## config.mk

```make
export PLATFORM = sky130hd
export DESIGN_NAME = cst_charge_ctrl
export DESIGN_NICKNAME = d
export VERILOG_FILES = /design/src/cst_pkg.sv /design/src/cst_charge_ctrl.sv /design/src/cst_tick_gen.sv
export SDC_FILE = /design/constraint.sdc
export NUM_CORES = 1
export LEC_CHECK = 0
export ABC_AREA = 1
export BUFFER_PORTS_ARGS = -buffer_cell sky130_fd_sc_hd__buf_2
export CORE_MARGIN = 3
export CORE_UTILIZATION = 69
export DETAILED_ROUTE_END_ITERATION = 10
export PLACE_DENSITY = 0.95
export SETUP_SLACK_MARGIN = 0.5
export SYNTH_ARGS = -nofsm -noshare
export SYNTH_HDL_FRONTEND = slang
export SYNTH_SLANG_ARGS = --single-unit
```

## constraint.sdc

```tcl
create_clock -name clk_sys_i -period 16.5 [get_ports clk_sys_i]
set_input_delay 3.3 -clock clk_sys_i [delete_from_list [all_inputs] [get_ports clk_sys_i]]
set_output_delay 3.3 -clock clk_sys_i [all_outputs]
set_load 0.03 [all_outputs]
```

## src/cst_pkg.sv

```systemverilog
package cst_pkg;

    // Timer figures, in their printed units
    localparam int PREQUAL_MIN_PER_UNIT = 30;   // per 0.1 uF of timing capacitance
    localparam int FAST_MIN_PER_UNIT    = 180;  // per 0.1 uF of timing capacitance
    localparam int TOPOFF_S             = 16;
    localparam int SEC_PER_MIN          = 60;

    // Top-off time as whole seconds of the one-second tick
    localparam int TOPOFF_TICKS = TOPOFF_S;

    // Clock and derived one-second tick
    localparam int CLK_HZ        = 10000000;
    localparam int CLK_PER_SEC   = CLK_HZ;

    localparam int TMR_W = 24;

    // Voltage target selects
    localparam logic VREG_NORMAL  = 1'b0;
    localparam logic VREG_REDUCED = 1'b1;   // 4.075 V target
    // Current scale selects
    localparam logic ISCALE_FULL  = 1'b0;   // 100 % of programmed
    localparam logic ISCALE_HALF  = 1'b1;   // 50 % of programmed

    // Thermistor zone code from the comparator bank
    typedef enum logic [2:0] {
        CST_ZONE_COLD,      // below cold_limit
        CST_ZONE_COOL,      // cold_limit .. cool_limit
        CST_ZONE_NORMAL,    // cool_limit .. warm_limit
        CST_ZONE_WARM,      // warm_limit .. hot_limit
        CST_ZONE_HOT        // above hot_limit
    } cst_zone_e;

    typedef enum logic [2:0] {
        CST_DISABLED,
        CST_PREQUAL,
        CST_FAST,
        CST_TOPOFF,
        CST_DONE,
        CST_FAULT
    } cst_state_e;

    // Tick divider state
    typedef struct packed {
        logic [31:0] cnt;
        logic        tick;
    } cst_tick_s;

endpackage

```

## src/cst_charge_ctrl.sv

```systemverilog
`timescale 1ns/10ps
module cst_charge_ctrl
    import cst_pkg::*;
#(
    parameter int TICK_DIV = CLK_PER_SEC,
    parameter int CAP_W    = 8
) (
    input  wire logic             clk_sys_i,
    input  wire logic             nrst_i,
    input  wire logic             charge_enable_n_i,
    input  wire logic             vin_valid_i,
    input  wire logic             vin_over_limit_i,
    input  wire logic             batt_below_prequal_i,
    input  wire logic             batt_at_regulation_i,
    input  wire logic             current_below_done_i,
    input  wire logic             batt_below_restart_i,
    input  wire logic [2:0]       thermistor_zone_i,
    input  wire logic             current_set_short_i,
    input  wire logic             done_threshold_short_i,
    input  wire logic [CAP_W-1:0] timer_cap_units_i,
    output logic                  charger_on_o,
    output logic                  current_half_o,
    output logic                  vreg_reduced_o,
    output logic                  soft_start_o,
    output logic                  timer_fault_o,
    output logic                  done_o,
    output logic                  suspended_o,
    output logic [2:0]            state_o
);
    // Timing capacitance arrives in units of 0.1 uF; zero means pin grounded
    typedef struct packed {
        cst_state_e  st;
        logic [TMR_W-1:0] pq_sec;
        logic [TMR_W-1:0] fc_sec;
        logic [TMR_W-1:0] to_sec;
        logic        charger_on;
        logic        current_half;
        logic        vreg_reduced;
        logic        soft_start;
        logic        timer_fault;
        logic        done;
        logic        suspended;
    } cst_ctrl_s;

    cst_ctrl_s r;
    cst_ctrl_s next_r;
    logic      tick;
    logic      cold_hot;
    logic      susp;
    logic      timers_off;
    logic      shorted;
    logic      enabled;
    logic      timer_run;
    // Charging decode of the state being entered
    logic      entering_chg;
    logic [TMR_W-1:0] pq_limit;
    logic [TMR_W-1:0] fc_limit;
    cst_zone_e zone;

    // One-second tick from the system clock; TICK_DIV shortens it for simulation
    cst_tick_gen #(
        .DIV (TICK_DIV)
    ) u_tick (
        .clk_sys_i (clk_sys_i),
        .nrst_i    (nrst_i),
        .tick_o    (tick)
    );

    function automatic logic [TMR_W-1:0] limit_sec(input logic [CAP_W-1:0] units,
                                                   input int min_per_unit);
        limit_sec = TMR_W'(units * min_per_unit * SEC_PER_MIN);
    endfunction

    // One decode of the charging states keeps drive, suspend and short checks aligned
    function automatic logic is_charging(input cst_state_e s);
        is_charging = (s == CST_PREQUAL) || (s == CST_FAST) || (s == CST_TOPOFF);
    endfunction

    // Capacitor-scaled timers only expire while the timing pin is not grounded
    function automatic logic timer_expired(input logic [TMR_W-1:0] count,
                                           input logic [TMR_W-1:0] limit,
                                           input logic             off);
        timer_expired = !off && (count >= limit);
    endfunction

    // Undefined zone codes neither suspend nor rescale
    assign zone       = cst_zone_e'(thermistor_zone_i);
    assign cold_hot   = (zone == CST_ZONE_COLD) || (zone == CST_ZONE_HOT);
    assign susp       = cold_hot || vin_over_limit_i;
    // Top-off is not capacitor scaled, so it keeps running with the pin grounded
    assign timers_off = (timer_cap_units_i == '0);
    assign pq_limit   = limit_sec(timer_cap_units_i, PREQUAL_MIN_PER_UNIT);
    assign fc_limit   = limit_sec(timer_cap_units_i, FAST_MIN_PER_UNIT);
    assign shorted    = current_set_short_i || done_threshold_short_i;
    assign enabled    = !charge_enable_n_i && vin_valid_i;
    // Frozen while suspended, so a resumed state picks up its held count
    assign timer_run  = tick && !susp;

    always_comb begin
        next_r            = r;
        next_r.soft_start = 1'b0;
        case (r.st)
            CST_DISABLED: begin
                // Timers restart from zero on every exit from disable or fault
                next_r.pq_sec = '0;
                next_r.fc_sec = '0;
                next_r.to_sec = '0;
                if (enabled) begin
                    next_r.soft_start = 1'b1;
                    next_r.st = batt_below_prequal_i ? CST_PREQUAL : CST_FAST;
                end
            end
            CST_PREQUAL: begin
                if (timer_run && !timers_off) begin
                    next_r.pq_sec = r.pq_sec + TMR_W'(1);
                end
                // Moves wait out a suspension so charging resumes where it stopped
                if (!susp && !batt_below_prequal_i) begin
                    next_r.st = CST_FAST;
                end
                if (timer_expired(r.pq_sec, pq_limit, timers_off)) begin
                    next_r.st = CST_FAULT;
                end
            end
            CST_FAST: begin
                // Constant-current and constant-voltage share one timer
                if (timer_run && !timers_off) begin
                    next_r.fc_sec = r.fc_sec + TMR_W'(1);
                end
                next_r.to_sec = '0;
                if (!susp && batt_at_regulation_i && current_below_done_i) begin
                    next_r.st = CST_TOPOFF;
                end
                if (timer_expired(r.fc_sec, fc_limit, timers_off)) begin
                    next_r.st = CST_FAULT;
                end
            end
            CST_TOPOFF: begin
                // Top-off is fixed, not scaled by the capacitor
                if (timer_run) begin
                    next_r.to_sec = r.to_sec + TMR_W'(1);
                end
                if (!susp && !current_below_done_i) begin
                    next_r.st = CST_FAST;
                end else if (r.to_sec >= TMR_W'(TOPOFF_TICKS)) begin
                    next_r.st = CST_DONE;
                end
            end
            CST_DONE: begin
                // Straight back to fast-charge; soft-start only follows a cold start
                if (batt_below_restart_i) begin
                    next_r.fc_sec = '0;
                    next_r.st = CST_FAST;
                end
            end
            CST_FAULT: begin
                // Latched; only the enable pin or power cycle releases it
                next_r.pq_sec = '0;
                next_r.fc_sec = '0;
                next_r.to_sec = '0;
                if (charge_enable_n_i) begin
                    next_r.st = CST_DISABLED;
                end
            end
            default: next_r.st = CST_DISABLED;
        endcase

        // Shorted setting pins latch a fault from any charging state
        if (is_charging(r.st) && shorted) begin
            next_r.st = CST_FAULT;
        end
        // Enable and supply outrank every move except a latched fault
        if (r.st != CST_FAULT && !enabled) begin
            next_r.st = CST_DISABLED;
        end

        // State outputs follow the state being entered, so they line up with state_o
        entering_chg        = is_charging(next_r.st);
        next_r.done         = (next_r.st == CST_DONE);
        next_r.timer_fault  = (next_r.st == CST_FAULT);
        next_r.suspended    = susp && entering_chg;
        next_r.charger_on   = entering_chg && !susp;
        next_r.current_half = (zone == CST_ZONE_COOL) ? ISCALE_HALF
                                                      : ISCALE_FULL;
        next_r.vreg_reduced = (zone == CST_ZONE_WARM) ? VREG_REDUCED
                                                      : VREG_NORMAL;
    end

    // Constants only in the reset branch keep the power-up state known
    always_ff @(posedge clk_sys_i) begin
        if (!nrst_i) begin
            r <= '{st: CST_DISABLED, default: '0};
        end else begin
            r <= next_r;
        end
    end

    assign charger_on_o   = r.charger_on;
    assign current_half_o = r.current_half;
    assign vreg_reduced_o = r.vreg_reduced;
    assign soft_start_o   = r.soft_start;
    assign timer_fault_o  = r.timer_fault;
    assign done_o         = r.done;
    assign suspended_o    = r.suspended;
    assign state_o        = r.st;
endmodule

```

## src/cst_tick_gen.sv

```systemverilog
`timescale 1ns/10ps
module cst_tick_gen
    import cst_pkg::*;
#(
    parameter int DIV = CLK_PER_SEC
) (
    input  wire logic clk_sys_i,
    input  wire logic nrst_i,
    output logic      tick_o
);
    cst_tick_s r;
    cst_tick_s next_r;

    always_comb begin
        next_r      = r;
        next_r.tick = 1'b0;
        if (r.cnt >= 32'(DIV - 1)) begin
            next_r.cnt  = '0;
            next_r.tick = 1'b1;
        end else begin
            next_r.cnt = r.cnt + 32'h0000_0001;
        end
    end

    always_ff @(posedge clk_sys_i) begin
        if (!nrst_i) begin
            r <= '0;
        end else begin
            r <= next_r;
        end
    end

    assign tick_o = r.tick;
endmodule
```

==> insert_results.sql, run 1 <==
INSERT INTO impl_metrics (metric_group, metric, value, unit) VALUES
('die', 'fp.dieArea', '17040', 'µm²'),
('timing', 'rsz0062_at_grt', 'no', ''),
('yosys', 'synth.ff_latch_count', '115', ''),
('route', 'detail-route-antenna-nets', '0', ''),
('global_routing', 'globalRoute.totalOverflow', '0', ''),
('yosys', 'synth.cell_area', '10700', 'µm²'),
('cells_and_area', 'area_delta_synth_final', '7.855', '%'),
('route', 'vias_per_cell', '5.764', ''),
('die', 'io_pins', '32', ''),
('yosys', 'synth_top_family_by_area', 'adder cells', ''),
('global_routing', 'vias_in_the_first_global_route', '9581', ''),
('cts', 'cts.repair.resized', '0', ''),
('cts', 'tritoncts', 'done', ''),
('cts', 'cts-buffers-inserted', '17', ''),
('yosys', 'top_ff_cell_synth', 'dfxtp_1', ''),
('yosys', 'seq_area_frac_synth', '0.2151', ''),
('yosys', 'complex_gate_fraction_of_the_synthesized_area', '0.1175', ''),
('die', 'fp.dieW', '130.6', 'µm'),
('timing', 'finalWorstPathRequiredPeriod', '10.18', 'ns'),
('route', 'detailed_route_via_count', '9873', ''),
('yosys', 'post_synth.cell_area_avg', '7.257', 'µm²'),
('cells_and_area', 'multiInputGateArea', '7257', 'µm²'),
('cts', 'clkTransAtPathRegs', '0.05', 'ns'),
('route', 'detail_route.wirelength', '25090', 'µm'),
('cts', 'worstSkewPairLatency', '0.41', 'ns'),
('yosys', 'post-synth-top-area-fraction', '0.2151', ''),
('yosys', 'number_of_enable_flip_flop_cells_after_synthesis', '0', ''),
('yosys', 'ys_types', '54', ''),
('die', 'floorplan.initialDensity', '0.7201', ''),
('die', 'die_outline_height', '130.6', 'µm'),
('cells_and_area', 'fill_cells', '961', ''),
('route', 'drt-initial-drc-count', '930', ''),
('route', 'drt-pass1-iter-count', '6', ''),
('flow_run', 'maxCapViolCount', '0', ''),
('yosys', 'postSynthCellCount', '1475', ''),
('cells_and_area', 'diodes', '0', ''),
('cts', 'cts.sinks', '115', ''),
('cts', 'cts.path.max_buffers', '2', ''),
('timing', 'setup_total_negative_slack', '0', 'ns'),
('cts', 'cts_root_buffer', 'clkbuf_16', ''),
('yosys', 'synth-adder-area-share', '0.2600', ''),
('yosys', 'post_synth_main_area_contributors', 'dfxtp_1 22%, ha_1 15%, fa_1 11%', ''),
('yosys', 'synthArstFlopShare', '0', ''),
('cells_and_area', 'final_layout_size_suffix_gt1_frac', '0.06344', ''),
('yosys', 'synth-xor-area-share', '0.05564', ''),
('global_routing', 'grt_max_degree', '25', ''),
('timing', 'finalSetupViolations', '0', ''),
('yosys', 'synth_top_area_cell', 'dfxtp_1', ''),
('setup_path', 'critical_path_arrival', '10.52', 'ns'),
('yosys', 'yosysWarnings', '0', ''),
('placement', 'gp_routability_congestion', '0.9347', ''),
('die', 'row_count', '44', ''),
('die', 'core_region_area', '14860', 'µm²'),
('setup_path', 'worst-path-max-fanout', '7', ''),
('worst_hold_path', 'worstHoldPathType', 'reg -> reg', ''),
('timing', 'report.final.slew_viol_count', '0', ''),
('yosys', 'yosys.area_share.simple', '0.2421', ''),
('route', 'wl_cell', '14.65', 'µm'),
('setup_path', 'required', '16.84', 'ns'),
('run_status', 'outcome', 'finished clean', ''),
('setup_path', 'critPathMostFrequentCell', 'nand2_1', ''),
('timing', 'period_share', '0.6167', ''),
('cts', 'htree_num_levels', '4', ''),
('cells_and_area', 'layout.area.seq', '2302', 'µm²'),
('cts', 'cts_setup_buffers', '0', ''),
('yosys', 'post_synth_mux_area_share', '0', ''),
('setup_path', 'critPathKind', 'in -> reg', ''),
('setup_path', 'critPathSlowestCell', 'fa_1', ''),
('placement', 'hpwlAfterDp', '19240', 'µm'),
('setup_path', 'worst_path_largest_cell_delay', '0.54', 'ns'),
('placement', 'port_buffers', '31', ''),
('timing', 'fmaxAchievable', '0.09827', 'GHz'),
('global_routing', 'grt.total_usage', '0.3044', ''),
('setup_path', 'critPathLaunchType', 'input pin', ''),
('timing', 'fin_skew', '0.006998', 'ns'),
('cells_and_area', 'num-nets-final', '1727', ''),
('route', 'detail_route.drc_violations', '0', ''),
('timing', 'remaining_max_slew_budget_at_the_tightest_pin', '0.3500', ''),
('cells_and_area', 'mostFrequentLayoutCells', '284 x inv_1, 259 x nand2_1, 129 x nor2_1', ''),
('timing', 'hold_violations', '0', ''),
('timing', 'worst-slew-pin-transition', '0.9715', 'ns'),
('global_routing', 'grt_pass1_wl', '42900', 'µm'),
('cts', 'holdBufCountCts', '0', ''),
('global_routing', 'initial_antenna_violation_count', '0', ''),
('setup_path', 'worst_setup_path_end_kind', 'flip-flop', ''),
('cells_and_area', 'final_common_cell', 'inv_1', '');
state kept, by name, indices dropped and copies added (netlist names):
register,count
u_tick.tick_o,1
u_tick.r,32
timer_fault_o,1
current_half_o,1
charger_on_o,1
done_o,1
soft_start_o,1
state_o,3
r,72
suspended_o,1
vreg_reduced_o,1
layer usage:
metal	track usage	share of wire
met3	0.05528	0.052
met5	0	0
met4	0.1089	0.033
met2	0.5353	0.50
met1	0.3742	0.41
cell type report:
class,count,area share
clock buffer,24,0.04086
multi-input combinational,1061,0.6286
tap,184,0.01994
timing repair buffer,31,0.01344
sequential,115,0.1994
inverter,292,0.09494
clock inverter,6,0.002818
stage by stage:
| stage | setup WS [ns] | instance area, µm² | hold slack (ns) | cells | util |
|---|---|---|---|---|---|
| after floorplan | 7.023 | 10730 | 0.4176 | 1482 | - |
| after global placement | 6.412 | 11040 | 0.4295 | 1683 | 0.7428 |
| after detailed placement | 6.019 | 11040 | 0.4488 | 1683 | 0.7428 |
| after CTS | 6.402 | 11540 | 0.4594 | 1713 | 0.7767 |
| after global routing | 5.663 | 11540 | 0.4825 | 1713 | 0.7767 |
| final | 6.324 | 11540 | 0.4545 | 1713 | 0.7767 |
cell usage after synthesis, types with 8 or more instances:
| library cell | instances |
|---|---|
| dfxtp_1 | 115 |
| nor2_1 | 129 |
| inv_1 | 284 |
| a21oi_1 | 117 |
| o21ai_0 | 47 |
| a21o_1 | 9 |
| xnor2_1 | 23 |
| xor2_1 | 45 |
| nand2_1 | 259 |
| nor3_1 | 52 |
| nand3_1 | 50 |
| fa_1 | 59 |
| o21a_1 | 9 |
| nor4_1 | 9 |
| ha_1 | 128 |
| nand4_1 | 31 |
| inv_2 | 8 |
worst paths after layout:
kind         depth (start not counted)           to  slack [ns]                 start
max                                 37  suspended_o        6.32  timer_cap_units_i[2]
min reg2reg                          1  u_tick.r[1]        0.45           u_tick.r[1]
max reg2reg                         11        r[42]       13.18            state_o[0]
min                                  1  u_tick.r[1]        0.45           u_tick.r[1]
worst max-delay path, delay by kind of cell:
kind                     cells  cell delay, ns
AO/OA/AOI/OAI                6            1.41
XOR/XNOR                     1            0.33
adder cells (fa/ha/maj)      9            3.34
buffers and inverters        7            0.59
AND/OR/NAND/NOR             14            1.52
cell families (layout without fill, tap and decap cells):
group,count (synthesis),after routing
AND/OR/NAND/NOR,575,575
AO/OA/AOI/OAI,223,223
adder cells (fa/ha/maj),187,187
XOR/XNOR,68,68
buffers and inverters,306,353
other,1,8
flip-flops,115,115
Power of run 1 is not shown: default switching activity piles up to over one toggle a cycle in this logic, so the estimate is an artifact.
==> inputs of run 2 (changes only) <==
--- a/config.mk
+++ b/config.mk
@@ -8,9 +8,9 @@
 export ABC_AREA = 1
 export BUFFER_PORTS_ARGS = -buffer_cell sky130_fd_sc_hd__buf_2
 export CORE_MARGIN = 3
-export CORE_UTILIZATION = 69
+export CORE_UTILIZATION = 64
 export DETAILED_ROUTE_END_ITERATION = 10
-export PLACE_DENSITY = 0.95
+export PLACE_DENSITY = 0.9
 export SETUP_SLACK_MARGIN = 0.5
 export SYNTH_ARGS = -nofsm -noshare
 export SYNTH_HDL_FRONTEND = slang
==> constraint.sdc (replaced) <==
create_clock -name clk_sys_i -period 9.4 [get_ports clk_sys_i]
set_input_delay 1.88 -clock clk_sys_i [delete_from_list [all_inputs] [get_ports clk_sys_i]]
set_output_delay 1.88 -clock clk_sys_i [all_outputs]
set_load 0.03 [all_outputs]
==> run 2 against run 1 <==
Effect of this change: register-to-register slack got worse by 7.1 ns; global-route usage down 3.1 points; first-iteration DRC count down 22%; critical endpoint unchanged; cell count rose by 2.0%; the run now ends with DRC left; design area increased by 2.1%; largest cell class unchanged; critical path depth up 1.
==> insert_results.sql, run 2 (synthesis results as in run 1) <==
INSERT INTO impl_metrics (metric_group, metric, value, unit) VALUES
('die', 'fp.dieArea', '18310', 'µm²'),
('die', 'core_region_area', '16120', 'µm²'),
('die', 'die_outline_height', '135.3', 'µm'),
('route', 'wl_cell', '13.87', 'µm'),
('setup_path', 'required', '9.75', 'ns'),
('flow_run', 'maxCapViolCount', '0', ''),
('cells_and_area', 'diodes', '0', ''),
('timing', 'hold_violations', '0', ''),
('timing', 'period_share', '0.8875', ''),
('timing', 'setup_total_negative_slack', '0', 'ns'),
('cells_and_area', 'multiInputGateArea', '7291', 'µm²'),
('cells_and_area', 'area_delta_synth_final', '10.09', '%'),
('cts', 'worstSkewPairLatency', '0.41', 'ns'),
('route', 'detail_route.wirelength', '24240', 'µm'),
('cells_and_area', 'num-nets-final', '1730', ''),
('route', 'vias_per_cell', '5.576', ''),
('cells_and_area', 'final_common_cell', 'inv_1', ''),
('global_routing', 'vias_in_the_first_global_route', '9687', ''),
('cells_and_area', 'layout.area.seq', '2302', 'µm²'),
('cts', 'cts_root_buffer', 'clkbuf_16', ''),
('run_status', 'violated_checks', 'DRC', ''),
('setup_path', 'worst_setup_path_end_kind', 'flip-flop', ''),
('setup_path', 'critPathLaunchType', 'input pin', ''),
('placement', 'gp_routability_congestion', '0.9043', ''),
('timing', 'fmaxAchievable', '0.1199', 'GHz'),
('cells_and_area', 'largest_reg_flops', '72', ''),
('setup_path', 'path_delay_family', 'adder cells', ''),
('cts', 'clkTransAtPathRegs', '0.05', 'ns'),
('timing', 'finalWorstPathRequiredPeriod', '8.342', 'ns'),
('route', 'detail_route.drc_violations', '1', ''),
('die', 'row_count', '46', ''),
('route', 'drt-pass1-iter-count', '11', ''),
('placement', 'port_buffers', '31', ''),
('worst_hold_path', 'worstHoldPathType', 'reg -> reg', ''),
('cells_and_area', 'fill_cells', '1136', ''),
('route', 'drt-initial-drc-count', '722', ''),
('timing', 'finalSetupViolations', '0', ''),
('cells_and_area', 'final_layout_size_suffix_gt1_frac', '0.07245', ''),
('setup_path', 'critPathMostFrequentCell', 'nand2_1', ''),
('run_status', 'outcome', 'finished, violations left', ''),
('global_routing', 'grt.total_usage', '0.2732', ''),
('global_routing', 'grt_max_degree', '25', ''),
('setup_path', 'worst-path-max-fanout', '7', ''),
('setup_path', 'worst_path_largest_cell_delay', '0.54', 'ns'),
('cts', 'cts.sinks', '115', ''),
('setup_path', 'critical_path_arrival', '8.69', 'ns'),
('timing', 'remaining_max_slew_budget_at_the_tightest_pin', '0.3829', ''),
('placement', 'hpwlAfterDp', '18030', 'µm'),
('global_routing', 'grt_pass1_wl', '42210', 'µm'),
('timing', 'report.final.slew_viol_count', '0', ''),
('cts', 'holdBufCountCts', '0', ''),
('cts', 'tritoncts', 'done', ''),
('cells_and_area', 'largest_register', 'r', ''),
('cts', 'cts.path.max_buffers', '2', ''),
('global_routing', 'initial_antenna_violation_count', '0', ''),
('route', 'detail-route-antenna-nets', '0', ''),
('route', 'detailed_route_via_count', '9747', ''),
('timing', 'fin_skew', '0.006561', 'ns'),
('cts', 'cts-buffers-inserted', '17', ''),
('die', 'fp.dieW', '135.3', 'µm'),
('setup_path', 'cp_num_buf_inv', '6', ''),
('setup_path', 'critPathSlowestCell', 'fa_1', ''),
('die', 'io_pins', '32', ''),
('timing', 'rsz0062_at_grt', 'no', ''),
('die', 'floorplan.initialDensity', '0.6642', ''),
('timing', 'worst-slew-pin-transition', '0.9223', 'ns'),
('cts', 'htree_num_levels', '4', ''),
('global_routing', 'globalRoute.totalOverflow', '0', ''),
('setup_path', 'critPathKind', 'in -> reg', ''),
('cells_and_area', 'mostFrequentLayoutCells', '283 x inv_1, 259 x nand2_1, 129 x nor2_1', '');
-- run 2: final timing paths --
check,start,slack (ns),to,depth (start not counted)
max,timer_cap_units_i[7],1.06,suspended_o,38
min,u_tick.r[1],0.44,u_tick.r[1],1
max reg2reg,state_o[1],6.11,r[42],11
min reg2reg,u_tick.r[1],0.44,u_tick.r[1],1
-- run 2: layout make-up --
class,instances,share of cell area
clock buffer,22,0.04194
multi-input combinational,1061,0.6187
sequential,115,0.1954
timing repair buffer,34,0.01508
clock inverter,8,0.01264
inverter,292,0.09333
tap,216,0.02293
-- run 2: layer usage --
layer  share of wire  wire length, µm  track usage  vias up
met5               0                0            0        -
met4           0.032              779       0.1041        0
met3           0.047             1137      0.04606       98
met2            0.51            12380       0.4936      317
met1            0.41             9943       0.3237     4506
li1                -                -            -     4826
-- run 2: stage by stage --
step             util  hold WS (ns)  instance area (µm²)  cells  setup slack, ns
6_report       0.7312        0.4447                11780   1748            1.058
2_1_floorplan       -        0.4176                10730   1482            1.343
4_1_cts        0.7280        0.4470                11730   1746           0.9231
5_1_grt        0.7312        0.4737                11780   1748           0.4794
3_5_place_dp   0.6880        0.4396                11090   1716           0.5088
3_3_place_gp   0.6880        0.4298                11090   1716           0.7349
-- run 2: what timing repair did --
item,4_1_cts,5_1_grt
gates resized for setup,0,11
endpoints found under the setup margin,0,7
buffers inserted,0,2
Power of run 2 is left out for the same reason.
